## src/pkg/pilc_pkg.sv

```systemverilog
// package: register map, parameter store layout and types of the pi loop controller
package pilc_pkg;

    // register map at the printed offsets
    localparam logic [7:0] ADDR_CHA = 8'h03;
    localparam logic [7:0] ADDR_CHD = 8'h15;
    localparam logic [7:0] ADDR_PWR = 8'h1F;
    localparam logic [7:0] ADDR_RUN = 8'h27;
    // indirect access, trigger and status
    localparam logic [7:0] ADDR_IDX = 8'h30;
    localparam logic [7:0] ADDR_DAT = 8'h31;
    localparam logic [7:0] ADDR_TRIG = 8'h32;
    localparam logic [7:0] ADDR_STAT = 8'h33;

    // register reset values
    localparam logic [15:0] RST_CHA = 16'h0405;
    localparam logic [15:0] RST_CHD = 16'h0401;
    localparam logic [15:0] RST_PWR = 16'h13F9;
    localparam logic [15:0] RST_RUN = 16'h0003;
    localparam logic [15:0] RST_TRIG = 16'h0000;

    // parameter store: locations 0x20 to 0x27
    localparam logic [4:0] PRM_PAGE = 5'h04;
    localparam int PRM_WORDS = 8;
    localparam int W_MAX = 0;
    localparam int W_MIN = 1;
    localparam int W_SP = 2;
    localparam int W_KP = 3;
    localparam int W_THR = 4;
    localparam int W_CM = 5;
    localparam int W_KI = 6;
    localparam int W_FIX = 7;

    // nonvolatile defaults of the parameter words
    localparam logic [15:0] DEF_MAX = 16'h7E00;
    localparam logic [15:0] DEF_MIN = 16'h0000;
    localparam logic [15:0] DEF_SP = 16'h0200;
    localparam logic [15:0] DEF_KP = 16'h0032;
    localparam logic [15:0] DEF_THR = 16'h8000;
    localparam logic [15:0] DEF_CM = 16'h0000;
    localparam logic [15:0] DEF_KI = 16'h0000;
    localparam logic [15:0] DEF_FIX = 16'h8000;

    // field positions
    localparam int F7_HI = 15;
    localparam int F7_LO = 9;
    localparam int SP_HI = 9;
    localparam int SP_LO = 3;
    localparam int CM_HI = 11;
    localparam int CM_LO = 5;
    localparam int FRQ_HI = 4;
    localparam int FRQ_LO = 0;
    localparam int POL_BIT = 0;
    localparam int RUN_EN_BIT = 0;
    localparam int RUN_STOP_BIT = 2;
    localparam int TRIG_START_BIT = 0;

    // pwm code that means a steady high level
    localparam logic [6:0] CODE_FULL = 7'h7F;

    // decoded controller settings
    typedef struct packed {
        logic [6:0] max;
        logic [6:0] min;
        logic [6:0] sp;
        logic [6:0] cm;
        logic [6:0] fix;
        logic [6:0] thr;
        logic [15:0] kp;
        logic [15:0] ki;
        logic pol;
        logic [4:0] frq;
    } pilc_cfg_t;

    // loop sequencer states, gray along the path through the divider
    typedef enum logic [2:0] {
        ST_WAIT = 3'h0,
        ST_ERR = 3'h1,
        ST_DIV = 3'h3,
        ST_SUM = 3'h2
    } pilc_fsm_t;

    // split the parameter words into fields
    function automatic pilc_cfg_t pilc_decode(input logic [PRM_WORDS-1:0][15:0] w);
        pilc_cfg_t c;
        c.max = w[W_MAX][F7_HI:F7_LO];
        c.min = w[W_MIN][F7_HI:F7_LO];
        c.sp = w[W_SP][SP_HI:SP_LO];
        c.cm = w[W_CM][CM_HI:CM_LO];
        c.fix = w[W_FIX][F7_HI:F7_LO];
        c.thr = w[W_THR][F7_HI:F7_LO];
        c.kp = w[W_KP];
        c.ki = w[W_KI];
        c.pol = w[W_FIX][POL_BIT];
        c.frq = w[W_MIN][FRQ_HI:FRQ_LO];
        return c;
    endfunction

endpackage

```

## src/hdl/pilc_core.sv

```systemverilog
// module: pi loop controller with pwm and direction outputs
//
// Functional notes
// - sense adc channel 0, drive pwm pin
// - channel 1 comparator trip forces fixed output
// - error between set point and adc data
// - proportional term is error times gain
// - integral term is accumulated error over gain
// - zero inverse integral gain disables integral
// - output never above upper limit
// - output never below lower limit while lower does not exceed upper limit
// - offset is output when terms are zero
// - loop phase bit inverts correction sign
// - fault drives fixed output value
// - threshold sets comparator trip level
// - parameters reached through index and data
// - mode high: pins are pwm, no readback
// - parameters hold nonvolatile defaults
// - run control and power config reset values
// - duty is code/128, code 127 high
//
// The plain strobed port is this design's own decision.
`timescale 1ns/10ps
module pilc_core #(
    parameter int ACC_W = 24,
    parameter int P_SHIFT = 8
) (
    // clock and reset
    input wire logic i_clk,
    input wire logic i_rst,
    // register port
    input wire logic [7:0] i_addr,
    input wire logic [15:0] i_wdata,
    input wire logic i_wr,
    input wire logic i_rd,
    output logic [15:0] o_rdata,
    // converter results
    input wire logic [7:0] i_adc_data,
    input wire logic i_adc_valid,
    input wire logic [7:0] i_cmp_code,
    // mode pin
    input wire logic i_mode_pin,
    // pwm pin, open drain
    input wire logic i_pwm_pin,
    output logic o_pwm_out,
    output logic o_pwm_oe_n,
    // direction pin, open drain
    input wire logic i_dir_pin,
    output logic o_dir_out,
    output logic o_dir_oe_n
);

    localparam int DW = $clog2(ACC_W);
    localparam int SW = (ACC_W > 26 ? ACC_W : 26) + 2;

    // refuse widths the divider and sum cannot serve
    if (ACC_W < 16 || ACC_W > 32) begin : g_acc_chk
        $error("ACC_W must lie in 16..32");
    end
    if (P_SHIFT < 0 || P_SHIFT > 16) begin : g_shift_chk
        $error("P_SHIFT must lie in 0..16");
    end

    // the whole state of the block
    typedef struct packed {
        logic [2:0] sync1;
        logic [2:0] sync2;
        logic [7:0] idx;
        logic [15:0] run;
        logic [15:0] pwr;
        logic [15:0] cha;
        logic [15:0] chd;
        logic [15:0] trig;
        logic [pilc_pkg::PRM_WORDS-1:0][15:0] prm;
        pilc_pkg::pilc_fsm_t fsm;
        logic signed [8:0] err;
        logic signed [ACC_W-1:0] acc;
        logic signed [25:0] pterm;
        logic signed [ACC_W:0] iterm;
        logic [ACC_W-1:0] rem;
        logic [ACC_W-1:0] quo;
        logic [DW-1:0] dcnt;
        logic neg;
        logic [6:0] code;
        logic [6:0] duty;
        logic dir;
        logic fault;
        logic [4:0] presc;
        logic [6:0] pcnt;
        logic lvl;
        logic pwm_oe_n;
        logic dir_oe_n;
        logic [15:0] rdata;
    } pilc_state_t;

    pilc_state_t q;
    pilc_state_t n;
    pilc_pkg::pilc_cfg_t cfg;
    logic running;
    logic mode_s;
    logic prm_hit;

    // symmetric saturation keeps the magnitude inside the divider
    function automatic logic signed [ACC_W-1:0] f_sat(input logic signed [ACC_W:0] v);
        logic signed [ACC_W:0] lim;
        lim = (ACC_W+1)'((64'sd1 <<< (ACC_W - 1)) - 64'sd1);
        if (v > lim) begin
            return lim[ACC_W-1:0];
        end else if (v < -lim) begin
            return -lim[ACC_W-1:0];
        end
        return v[ACC_W-1:0];
    endfunction

    // decoded view of the store and handy levels
    assign cfg = pilc_pkg::pilc_decode(q.prm);
    assign running = q.run[pilc_pkg::RUN_EN_BIT] & ~q.run[pilc_pkg::RUN_STOP_BIT];
    assign mode_s = q.sync2[2];
    assign prm_hit = (q.idx[7:3] == pilc_pkg::PRM_PAGE);

    // next state of everything
    always_comb begin
        logic signed [8:0] adc9;
        logic signed [8:0] sp9;
        logic signed [ACC_W-1:0] acc_new;
        logic [ACC_W-1:0] t;
        logic [ACC_W-1:0] kiw;
        logic signed [SW-1:0] s;
        logic signed [SW-1:0] smax;
        logic signed [SW-1:0] smin;
        logic signed [SW-1:0] scm;
        logic signed [SW-1:0] v;
        logic pwm_en;
        n = q;
        adc9 = $signed({1'b0, i_adc_data});
        sp9 = $signed({1'b0, cfg.sp, 1'b0});
        acc_new = q.acc;
        t = {q.rem[ACC_W-2:0], q.quo[ACC_W-1]};
        kiw = ACC_W'(cfg.ki);
        scm = $signed(SW'({1'b0, cfg.cm}));
        smax = $signed(SW'({1'b0, cfg.max}));
        smin = $signed(SW'({1'b0, cfg.min}));
        s = scm + SW'(q.pterm >>> P_SHIFT) + SW'(q.iterm);
        v = s;
        pwm_en = mode_s & q.trig[pilc_pkg::TRIG_START_BIT];

        // pins from outside pass two flops first
        n.sync1 = {i_mode_pin, i_pwm_pin, i_dir_pin};
        n.sync2 = q.sync1;

        // register writes
        if (i_wr) begin
            case (i_addr)
                pilc_pkg::ADDR_CHA: n.cha = i_wdata;
                pilc_pkg::ADDR_CHD: n.chd = i_wdata;
                pilc_pkg::ADDR_PWR: n.pwr = i_wdata;
                pilc_pkg::ADDR_RUN: n.run = i_wdata;
                pilc_pkg::ADDR_IDX: n.idx = i_wdata[7:0];
                pilc_pkg::ADDR_TRIG: n.trig = i_wdata;
                pilc_pkg::ADDR_DAT: begin
                    if (prm_hit) begin
                        n.prm[q.idx[2:0]] = i_wdata;
                    end
                end
                default: ;
            endcase
        end

        // register reads, answered one cycle later
        n.rdata = '0;
        if (i_rd) begin
            case (i_addr)
                pilc_pkg::ADDR_CHA: n.rdata = q.cha;
                pilc_pkg::ADDR_CHD: n.rdata = q.chd;
                pilc_pkg::ADDR_PWR: n.rdata = q.pwr;
                pilc_pkg::ADDR_RUN: n.rdata = q.run;
                pilc_pkg::ADDR_IDX: n.rdata = {8'h00, q.idx};
                pilc_pkg::ADDR_TRIG: n.rdata = q.trig;
                pilc_pkg::ADDR_STAT: begin
                    n.rdata = {running, q.fault, q.dir, q.sync2[1], q.sync2[0],
                        q.code, 4'h0};
                end
                pilc_pkg::ADDR_DAT: begin
                    // pins serve the pwm while mode is high: store is hidden
                    if (prm_hit && !mode_s) begin
                        n.rdata = q.prm[q.idx[2:0]];
                    end
                end
                default: n.rdata = '0;
            endcase
        end

        // loop sequencer
        case (q.fsm)
            pilc_pkg::ST_WAIT: begin
                if (running && i_adc_valid) begin
                    // phase bit flips the sign of the correction
                    n.err = cfg.pol ? adc9 - sp9 : sp9 - adc9;
                    n.fsm = pilc_pkg::ST_ERR;
                end
            end
            pilc_pkg::ST_ERR: begin
                n.pterm = q.err * $signed({1'b0, cfg.kp});
                if (cfg.ki == '0) begin
                    // no accumulation either, so no windup while disabled
                    n.iterm = '0;
                    n.fsm = pilc_pkg::ST_SUM;
                end else begin
                    acc_new = f_sat((ACC_W+1)'(q.acc) + (ACC_W+1)'(q.err));
                    n.acc = acc_new;
                    n.neg = acc_new[ACC_W-1];
                    n.quo = acc_new[ACC_W-1] ? ACC_W'(-acc_new) : ACC_W'(acc_new);
                    n.rem = '0;
                    n.dcnt = DW'(ACC_W - 1);
                    n.fsm = pilc_pkg::ST_DIV;
                end
            end
            pilc_pkg::ST_DIV: begin
                // restoring division, one quotient bit per cycle
                if (t >= kiw) begin
                    n.rem = t - kiw;
                    n.quo = {q.quo[ACC_W-2:0], 1'b1};
                end else begin
                    n.rem = t;
                    n.quo = {q.quo[ACC_W-2:0], 1'b0};
                end
                n.dcnt = q.dcnt - 1'b1;
                if (q.dcnt == '0) begin
                    n.fsm = pilc_pkg::ST_SUM;
                end
            end
            pilc_pkg::ST_SUM: begin
                // quotient of the previous cycle is complete in q.quo
                // a quotient left from an earlier gain must not leak in once disabled
                if (cfg.ki == '0) begin
                    n.iterm = '0;
                end else begin
                    n.iterm = q.neg ? -$signed({1'b0, q.quo}) : $signed({1'b0, q.quo});
                end
                n.fsm = pilc_pkg::ST_WAIT;
            end
            default: n.fsm = pilc_pkg::ST_WAIT;
        endcase

        // result is taken one cycle after the integral term settles
        if (q.fsm == pilc_pkg::ST_SUM && q.iterm == n.iterm) begin
            if (v < smin) begin
                v = smin;
            end
            if (v > smax) begin
                v = smax;
            end
            n.code = v[6:0];
            n.dir = (s >= scm);
        end else if (q.fsm == pilc_pkg::ST_SUM) begin
            n.fsm = pilc_pkg::ST_SUM;
        end

        // stopping mid-cycle abandons the computation
        if (!running) begin
            n.fsm = pilc_pkg::ST_WAIT;
        end

        // fault comparator and override after clamping
        n.fault = (i_cmp_code > {cfg.thr, 1'b0});
        n.duty = q.fault ? cfg.fix : q.code;

        // pwm period of 128 steps, each frq clocks long
        if (cfg.frq == '0) begin
            n.presc = '0;
            n.pcnt = '0;
        end else if (q.presc >= cfg.frq - 5'h1) begin
            n.presc = '0;
            n.pcnt = q.pcnt + 7'h1;
        end else begin
            n.presc = q.presc + 5'h1;
        end
        // the 127/128 step is skipped so the top code is a steady high
        n.lvl = pwm_en && (cfg.frq != '0) &&
            (q.duty == pilc_pkg::CODE_FULL || q.pcnt < q.duty);

        // open drain: pins released while mode is low
        n.pwm_oe_n = !(mode_s && !q.lvl);
        n.dir_oe_n = !(mode_s && !q.dir);
    end

    // state register
    always_ff @(posedge i_clk or posedge i_rst) begin
        if (i_rst) begin
            q <= '0;
            q.run <= pilc_pkg::RST_RUN;
            q.pwr <= pilc_pkg::RST_PWR;
            q.cha <= pilc_pkg::RST_CHA;
            q.chd <= pilc_pkg::RST_CHD;
            q.trig <= pilc_pkg::RST_TRIG;
            q.prm[pilc_pkg::W_MAX] <= pilc_pkg::DEF_MAX;
            q.prm[pilc_pkg::W_MIN] <= pilc_pkg::DEF_MIN;
            q.prm[pilc_pkg::W_SP] <= pilc_pkg::DEF_SP;
            q.prm[pilc_pkg::W_KP] <= pilc_pkg::DEF_KP;
            q.prm[pilc_pkg::W_THR] <= pilc_pkg::DEF_THR;
            q.prm[pilc_pkg::W_CM] <= pilc_pkg::DEF_CM;
            q.prm[pilc_pkg::W_KI] <= pilc_pkg::DEF_KI;
            q.prm[pilc_pkg::W_FIX] <= pilc_pkg::DEF_FIX;
            q.fsm <= pilc_pkg::ST_WAIT;
            q.pwm_oe_n <= 1'b1;
            q.dir_oe_n <= 1'b1;
        end else begin
            q <= n;
        end
    end

    // outputs from flops or tied low; open drain pins only ever pull low
    assign o_rdata = q.rdata;
    assign o_pwm_out = 1'b0;
    assign o_pwm_oe_n = q.pwm_oe_n;
    assign o_dir_out = 1'b0;
    assign o_dir_oe_n = q.dir_oe_n;

    // checks on the loop result
    max_clamp_a: assert property (@(posedge i_clk) disable iff (i_rst)
        (q.fsm == pilc_pkg::ST_SUM && n.fsm == pilc_pkg::ST_WAIT && running)
        |=> q.code <= $past(cfg.max)) else $error("code above upper limit");
    min_clamp_a: assert property (@(posedge i_clk) disable iff (i_rst)
        (q.fsm == pilc_pkg::ST_SUM && n.fsm == pilc_pkg::ST_WAIT && running
        && cfg.min <= cfg.max)
        |=> q.code >= $past(cfg.min)) else $error("code below lower limit");
    ki_off_a: assert property (@(posedge i_clk) disable iff (i_rst)
        (q.fsm == pilc_pkg::ST_ERR && cfg.ki == '0 && running)
        |=> q.fsm == pilc_pkg::ST_SUM ##1 q.iterm == '0)
        else $error("integral not disabled");
    div_len_a: assert property (@(posedge i_clk) disable iff (i_rst)
        $rose(q.fsm == pilc_pkg::ST_DIV) |-> ##[1:33] (q.fsm != pilc_pkg::ST_DIV))
        else $error("divider does not finish");

    // checks on the fault path
    fault_fix_a: assert property (@(posedge i_clk) disable iff (i_rst)
        q.fault |=> q.duty == $past(cfg.fix)) else $error("fault value not forced");
    trip_level_a: assert property (@(posedge i_clk) disable iff (i_rst)
        (i_cmp_code > {cfg.thr, 1'b0} && $stable(cfg.fix))
        |=> ##1 q.duty == $past(cfg.fix)) else $error("trip did not force output");
    fault_clear_a: assert property (@(posedge i_clk) disable iff (i_rst)
        (!q.fault) |=> q.duty == $past(q.code)) else $error("duty not from loop code");

    // checks on the pwm level
    pwm_full_a: assert property (@(posedge i_clk) disable iff (i_rst)
        (mode_s && q.trig[pilc_pkg::TRIG_START_BIT] && cfg.frq != '0
        && q.duty == pilc_pkg::CODE_FULL) |=> q.lvl) else $error("code 127 not high");
    pwm_zero_a: assert property (@(posedge i_clk) disable iff (i_rst)
        (q.duty == '0) |=> !q.lvl ##1 (!$past(mode_s) || !o_pwm_oe_n))
        else $error("code 0 not low");

    // checks on the register port and pin release
    hide_read_a: assert property (@(posedge i_clk) disable iff (i_rst)
        (i_rd && i_addr == pilc_pkg::ADDR_DAT && mode_s) |=> o_rdata == '0)
        else $error("store read while mode high");
    pin_release_a: assert property (@(posedge i_clk) disable iff (i_rst)
        (!mode_s) |=> (o_pwm_oe_n && o_dir_oe_n)) else $error("pin driven in mode low");
    store_write_a: assert property (@(posedge i_clk) disable iff (i_rst)
        (i_wr && i_addr == pilc_pkg::ADDR_DAT && prm_hit)
        |=> q.prm[$past(q.idx[2:0])] == $past(i_wdata)) else $error("store not written");
    stop_run_a: assert property (@(posedge i_clk) disable iff (i_rst)
        (i_wr && i_addr == pilc_pkg::ADDR_RUN && i_wdata == 16'h0004)
        |=> !running ##1 q.fsm == pilc_pkg::ST_WAIT) else $error("stop ignored");
    // read data only ever stand in the cycle after a read strobe
    read_idle_a: assert property (@(posedge i_clk) disable iff (i_rst)
        (!i_rd) |=> o_rdata == '0) else $error("read data outside read cycle");
    dir_pin_a: assert property (@(posedge i_clk) disable iff (i_rst)
        (mode_s && !q.dir) |=> !o_dir_oe_n) else $error("direction pin not driven");

endmodule

```

## config.mk

```make
export PLATFORM = sky130hd
export DESIGN_NAME = pilc_core
export DESIGN_NICKNAME = d
export VERILOG_FILES = /design/src/pkg/pilc_pkg.sv /design/src/hdl/pilc_core.sv
export SDC_FILE = /design/constraint.sdc
export NUM_CORES = 2
export LEC_CHECK = 0
export ABC_AREA = 1
export ABC_CLOCK_PERIOD_IN_PS = 14200
export BUFFER_PORTS_ARGS = -buffer_cell sky130_fd_sc_hd__buf_4
export CAP_MARGIN = 20
export CORE_UTILIZATION = 30
export CTS_BUF_LIST = sky130_fd_sc_hd__clkbuf_2
export CTS_CLUSTER_SIZE = 24
export DETAILED_ROUTE_END_ITERATION = 8
export GPL_TIMING_DRIVEN = 0
export HOLD_SLACK_MARGIN = 0.06
export SETUP_SLACK_MARGIN = 0.05
export SLEW_MARGIN = 20
export SYNTH_ARGS = -nofsm -noshare
export SYNTH_HDL_FRONTEND = slang
export SYNTH_SLANG_ARGS = --single-unit
```

## constraint.sdc

```tcl
create_clock -name i_clk -period 14.2 [get_ports i_clk]
set_clock_uncertainty 0.15 [all_clocks]
set_input_delay 2.13 -clock i_clk [delete_from_list [all_inputs] [get_ports i_clk]]
set_output_delay 2.13 -clock i_clk [all_outputs]
set_load 0.02 [all_outputs]
```

### Yosys cells after proc, flatten, opt, wreduce, memory -nomap -nowiden

Cells that the tools add are included.

| word-level totals | value |
|---|---|
| register bits after elaboration | 409 |
| latch bits | 0 |
| bits in writable memories | 0 |
| bits in read-only memories | 0 |
| bits of input ports | 48 |
| output and inout port bits | 20 |
| logic and storage cells | 149 |
| memories | 0 |

| operators by class | value |
|---|---|
| add/subtract/negate cells | 12 |
| multipliers | 1 |
| div/mod/pow operators | 0 |
| magnitude comparators | 11 |
| equal/unequal tests | 15 |
| shift operators | 0 |
| mux-type cells | 40 |
| bitwise logic cells | 4 |
| reductions and logical operators | 31 |

Operators with widths:

| cell | number |
|---|---|
| two-way mux 24 bit | 6 |
| bitwise mux 128 bit | 1 |
| case mux 16 bit (8 select lines) | 1 |
| case mux 52 bit (2 select lines) | 1 |
| two-way mux 25 bit | 3 |
| two-way mux 16 bit | 4 |
| two-way mux 28 bit | 2 |
| two-way mux 53 bit | 1 |
| case mux 25 bit (2 select lines) | 1 |
| binary-select mux 16 bit (select 3 bit) | 1 |
| demux 16 bit (select 3 bit) | 1 |
| two-way mux 47 bit | 1 |
| equality test 8 x 6 -> 1 bit (second input constant) | 5 |
| > comparator 28 x 8 -> 1 bit | 1 |
| adder 19 x 25 -> 26 bit | 1 |
| >= comparator 26 x 8 -> 1 bit | 1 |
| < comparator 26 x 8 -> 1 bit | 1 |
| multiplier 9 x 17 -> 26 bit | 1 |
| adder 24 x 9 -> 25 bit | 1 |
| equality test 25 bit | 1 |
| > comparator 25 x 24 -> 1 bit (second input constant) | 1 |
| < comparator 25 x 24 -> 1 bit (second input constant) | 1 |
| negation 24 -> 25 bit | 1 |
| >= comparator 24 x 16 -> 1 bit | 1 |
| 38 further kinds | 75 |

### Logic depth before layout (Yosys ltp)

| logic depth | value |
|---|---|
| depth in word-level cells | 13 |
| mapped depth | 39 |

### Worst setup path after synthesis

No wires, ideal clock.

| timing path | value |
|---|---|
| kind | register -> register |
| start point | register q[184] (netlist bit) |
| end point | register q[148] (netlist bit) |
| setup time | 118 ps |
| arrival | 5,359 ps |
| data required time | 13,932 ps |
| slack | 8,573 ps |
| stages on the path, launching flop included | 24 |
| clock period less this slack | 5,627 ps |
| cell sequence | dfrtp_1 -> inv_1 -> clkbuf_1 -> or2_2 -> fa_1 -> inv_1 -> fa_1 -> fa_1 -> fa_1 -> ha_1 -> ha_1 -> a21oi_1 -> o21ai_0 -> a21oi_1 -> nand2_1 -> nand3_1 -> nand2_1 -> nand2_1 -> nand2_1 -> a21oi_1 -> o21ai_0 -> or2_2 -> nand3_1 -> nand2_1 |

| on the way | value |
|---|---|
| longest elaborated chain between the ends | 1 |

Ends and longest elaborated chain:

| what | line | RTL |
|---|---|---|
| from (decl) | pilc_core.sv:96 | `pilc_state_t q;` |
| from (signal assigned) | pilc_core.sv:308 | `q <= n;` |
| multiplier 9 x 17 -> 26 bit | pilc_core.sv:203 | `n.pterm = q.err * $signed({1'b0, cfg.kp});` |

Every way passes these cells.
A chain may end at the register's enable or synchronous reset.

### Worst setup path after layout

| timing path | value |
|---|---|
| start point | register q[135] (netlist bit) |
| end point | register q[41] (netlist bit) |

| on the way | value |
|---|---|
| longest elaborated chain between the ends | 7 |

Ends and longest elaborated chain:

| what | line | RTL |
|---|---|---|
| adder 8 x 18 -> 19 bit * | pilc_core.sv:143 | `s = scm + SW'(q.pterm >>> P_SHIFT) + SW'(q.iterm);` |
| adder 19 x 25 -> 26 bit * | pilc_core.sv:143 |  |
| < comparator 26 x 8 -> 1 bit | pilc_core.sv:247 | `if (v < smin) begin` |
| two-way mux 28 bit * | pilc_core.sv:247 |  |
| two-way mux 28 bit * | pilc_core.sv:246 | `if (q.fsm == pilc_pkg::ST_SUM && q.iterm == n.iterm) begin` |
| > comparator 28 x 8 -> 1 bit | pilc_core.sv:250 | `if (v > smax) begin` |
| two-way mux 7 bit * | pilc_core.sv:250 |  |

Every way passes the cells marked *; elsewhere a longest branch is shown, timed or not. The select of a mux whose other input is x is not followed.

==> summary.txt <==
DP Worst Slack - 7.40 ns
num rows - 113
largest fanout on the critical path - 10
number of remaining DRC errors - 0
Die Ht - 313 microns
Initial Util - 0.305
synthesized flop and latch total - 400
final hold viol count - 0
FFs w/ async S/R, synth - 1.00
DR vias - 26811
clock buffer depth - 3
clock slew at reported path FFs - 0.11 ns
Detailed Routing Iterations Pass 1 - 5
clk_lat worst skew - 1.23 ns
core footprint - 0.0954 sq mm
Overflow after GRT - 0
max_slew headroom - 0.286
Worst R2R Start - q[135]
CP Capture Type - flop
synth top area cells - dfrtp_1 (32%), nand2_1 (13%), ha_1 (8.9%)
Distinct cells, synth - 70
CP dominant cell by count - nand2_1
Critical Path AT - 7.82 ns
Max-Cap Viols - 0
Worst Tran Pin Value - 1.06 ns
syn_area_per_cell - 7.66 sq um
die area - 0.0982 sq mm
hpwl dp - 74.1 mm
final wirelength - 96.1 mm
Slowest-stage cell, CP - a21oi_1
Final Cycle Share - 0.484
GR Util All Layers - 0.195
Worst Setup SP - q[135]
register area share after synthesis - 0.346
RSZ-0062 raised after global routing - no
vias in the first global route - 25900
Clock power frac - 0.320
Final Net Count - 4336
clock sink total - 400
I/O Buffers - 65
Hold WS - 0.209 ns
Mapped Cells - 3795
final max-slew violation count - 0
Post-CTS Resized - 0
Synth top area share - 0.318
layout cells sized above 1 - 0.0966
flop-to-flop setup slack - 7.32 ns
Die X - 313 microns
drt initial violations - 2360
TritonCTS clock tree - done
DR WL/cell - 18.0 microns
Top FF cell, synth - dfrtp_1
CP required - 15.14 ns
hold-fix buffers at CTS - 0
R2R cell count - 30
first-pass GRT wire length - 150 mm
area of placed instances - 0.0313 sq mm
Area growth, synth to finish - 11.1%
status - finished, final reports clean
H-Tree Depth - 3
synthesized area - 0.0291 sq mm
largest net degree at the start of global routing - 100
maximum clock frequency - 0.145 GHz
Leak - 16.3 nW
most frequent cells in the layout - nand2_1 (996), inv_1 (482), o21ai_0 (408), dfrtp_1 (370), nor2_1 (214)
post-route ant nets - 0
Power Dens Cells - 82.8 mW/mm^2
Startpoint Class - flop
cell accounting for the most synthesized area - dfrtp_1
switch share - 0.373
Root Driver - clkbuf_2
Final Cell Area - 0.0323 sq mm
most common cell after layout, fill and taps aside - nand2_1
worst hold path type - flop to flop
crit-path max cell delay - 0.59 ns
overall power - 2.67 mW
Critical Path Sink - q[41]
Setup Total Neg Slack - 0 ns
Synth Warn # - 0
Crit Path Category - flop to flop
Worst VDD drop - 0.0631 mV
# setup viols final - 0
TritonCTS Buffers - 103
Setup WS post-layout - 7.32 ns
Pint - 1.68 mW
Reg power frac - 0.441
Placer Congestion - 0.960
IO Pins - 68
initial antenna violation count - 4
post-route minimum period - 6.88 ns
vias per cell - 5.03
Comb pwr share - 0.239
postcts setup bufs - 0
number of synthesized flops with an enable pin - 0
P_sw - 0.996 mW
FF-to-FF End - q[41]
## per-layer routing
metal	wire length (microns)	vias up	track usage
met2	41600	950	0.296
met4	2590	0	0.0616
met3	6690	158	0.0306
li1	-	12833	-
met1	45200	12870	0.282
met5	0	-	0
## state kept, by name, summed over array words and instances, names as in the netlist
register and flops:
o_dir_oe_n 1, cfg 80, n 3, o_pwm_oe_n 1, q 298, mode_s 1
o_rdata 16
## worst max-delay path: cells and delay by family, from the launching register on
| kind | cells | cell delay, ns |
|---|---|---|
| compound gates | 10 | 2.21 |
| xor+xnor | 1 | 0.31 |
| fa+ha+maj | 6 | 1.98 |
| buf+inv | 4 | 0.53 |
| flops | 1 | 0.37 |
| simple gates | 9 | 1.22 |
## stage by stage
step / utilization / cells
after floorplan: - / 3797
after global placement: 0.326 / 5127
after detailed placement: 0.328 / 5132
after CTS: 0.338 / 5324
after global routing: 0.338 / 5330
final: 0.338 / 5331
## worst min-delay path by stage
stage | startpoint | end | slack [ns] | cells after the start
6_report | n[404] | q[404] | 0.21 | 0
2_1_floorplan | n[406] | mode_s | 0.18 | 0
3_5_place_dp | n[404] | q[404] | 0.18 | 0
4_1_cts | n[404] | q[404] | 0.21 | 0
3_3_place_gp | n[405] | q[405] | 0.18 | 0
5_1_grt | n[405] | q[405] | 0.22 | 0
## synth_stat cells (16+ instances only)
cell type,count
nand2_2,20
o21ai_0,408
ha_1,206
nand3b_1,16
a21oi_1,170
inv_1,483
nand2_1,996
dfstp_2,30
nor2_1,214
fa_1,110
o22ai_1,26
nand4_1,43
or2_2,25
nand3_1,166
buf_4,20
dfrtp_1,370
nor3_1,31
xnor2_1,21
a31oi_1,22
clkbuf_1,140
xor2_1,50
a221oi_1,20
## kinds of logic after synthesis
kind of cell,after synthesis,share of synthesized area
flops,400,0.346
compound gates,775,0.151
fa+ha+maj,316,0.164
simple gates,1557,0.226
other cells,1,0.000129
xor+xnor,71,0.0214
buf+inv,675,0.0908
## power by group through the flow
stage	combinational (mW)	sequential, mW	clock, mW
CTS	0.634	1.18	0.879
finish	0.639	1.18	0.855
detailed placement	0.631	1.20	0
global placement	0.622	1.20	0
global route	0.718	1.18	0.934
floorplan	0.452	1.19	0
## layout make-up
class | count | area (sq um)
repair buffers | 70 | 603
flip-flops and latches | 400 | 10000
diodes | 7 | 17.5
multi-input cells | 2722 | 16400
well taps | 1265 | 1580
inverters | 501 | 1890
fillers | 10273 | 63100
clock buffers | 154 | 771
clock inverters | 38 | 216
plain buffers | 174 | 759
Note: power is estimated with default switching activity, not from simulation.
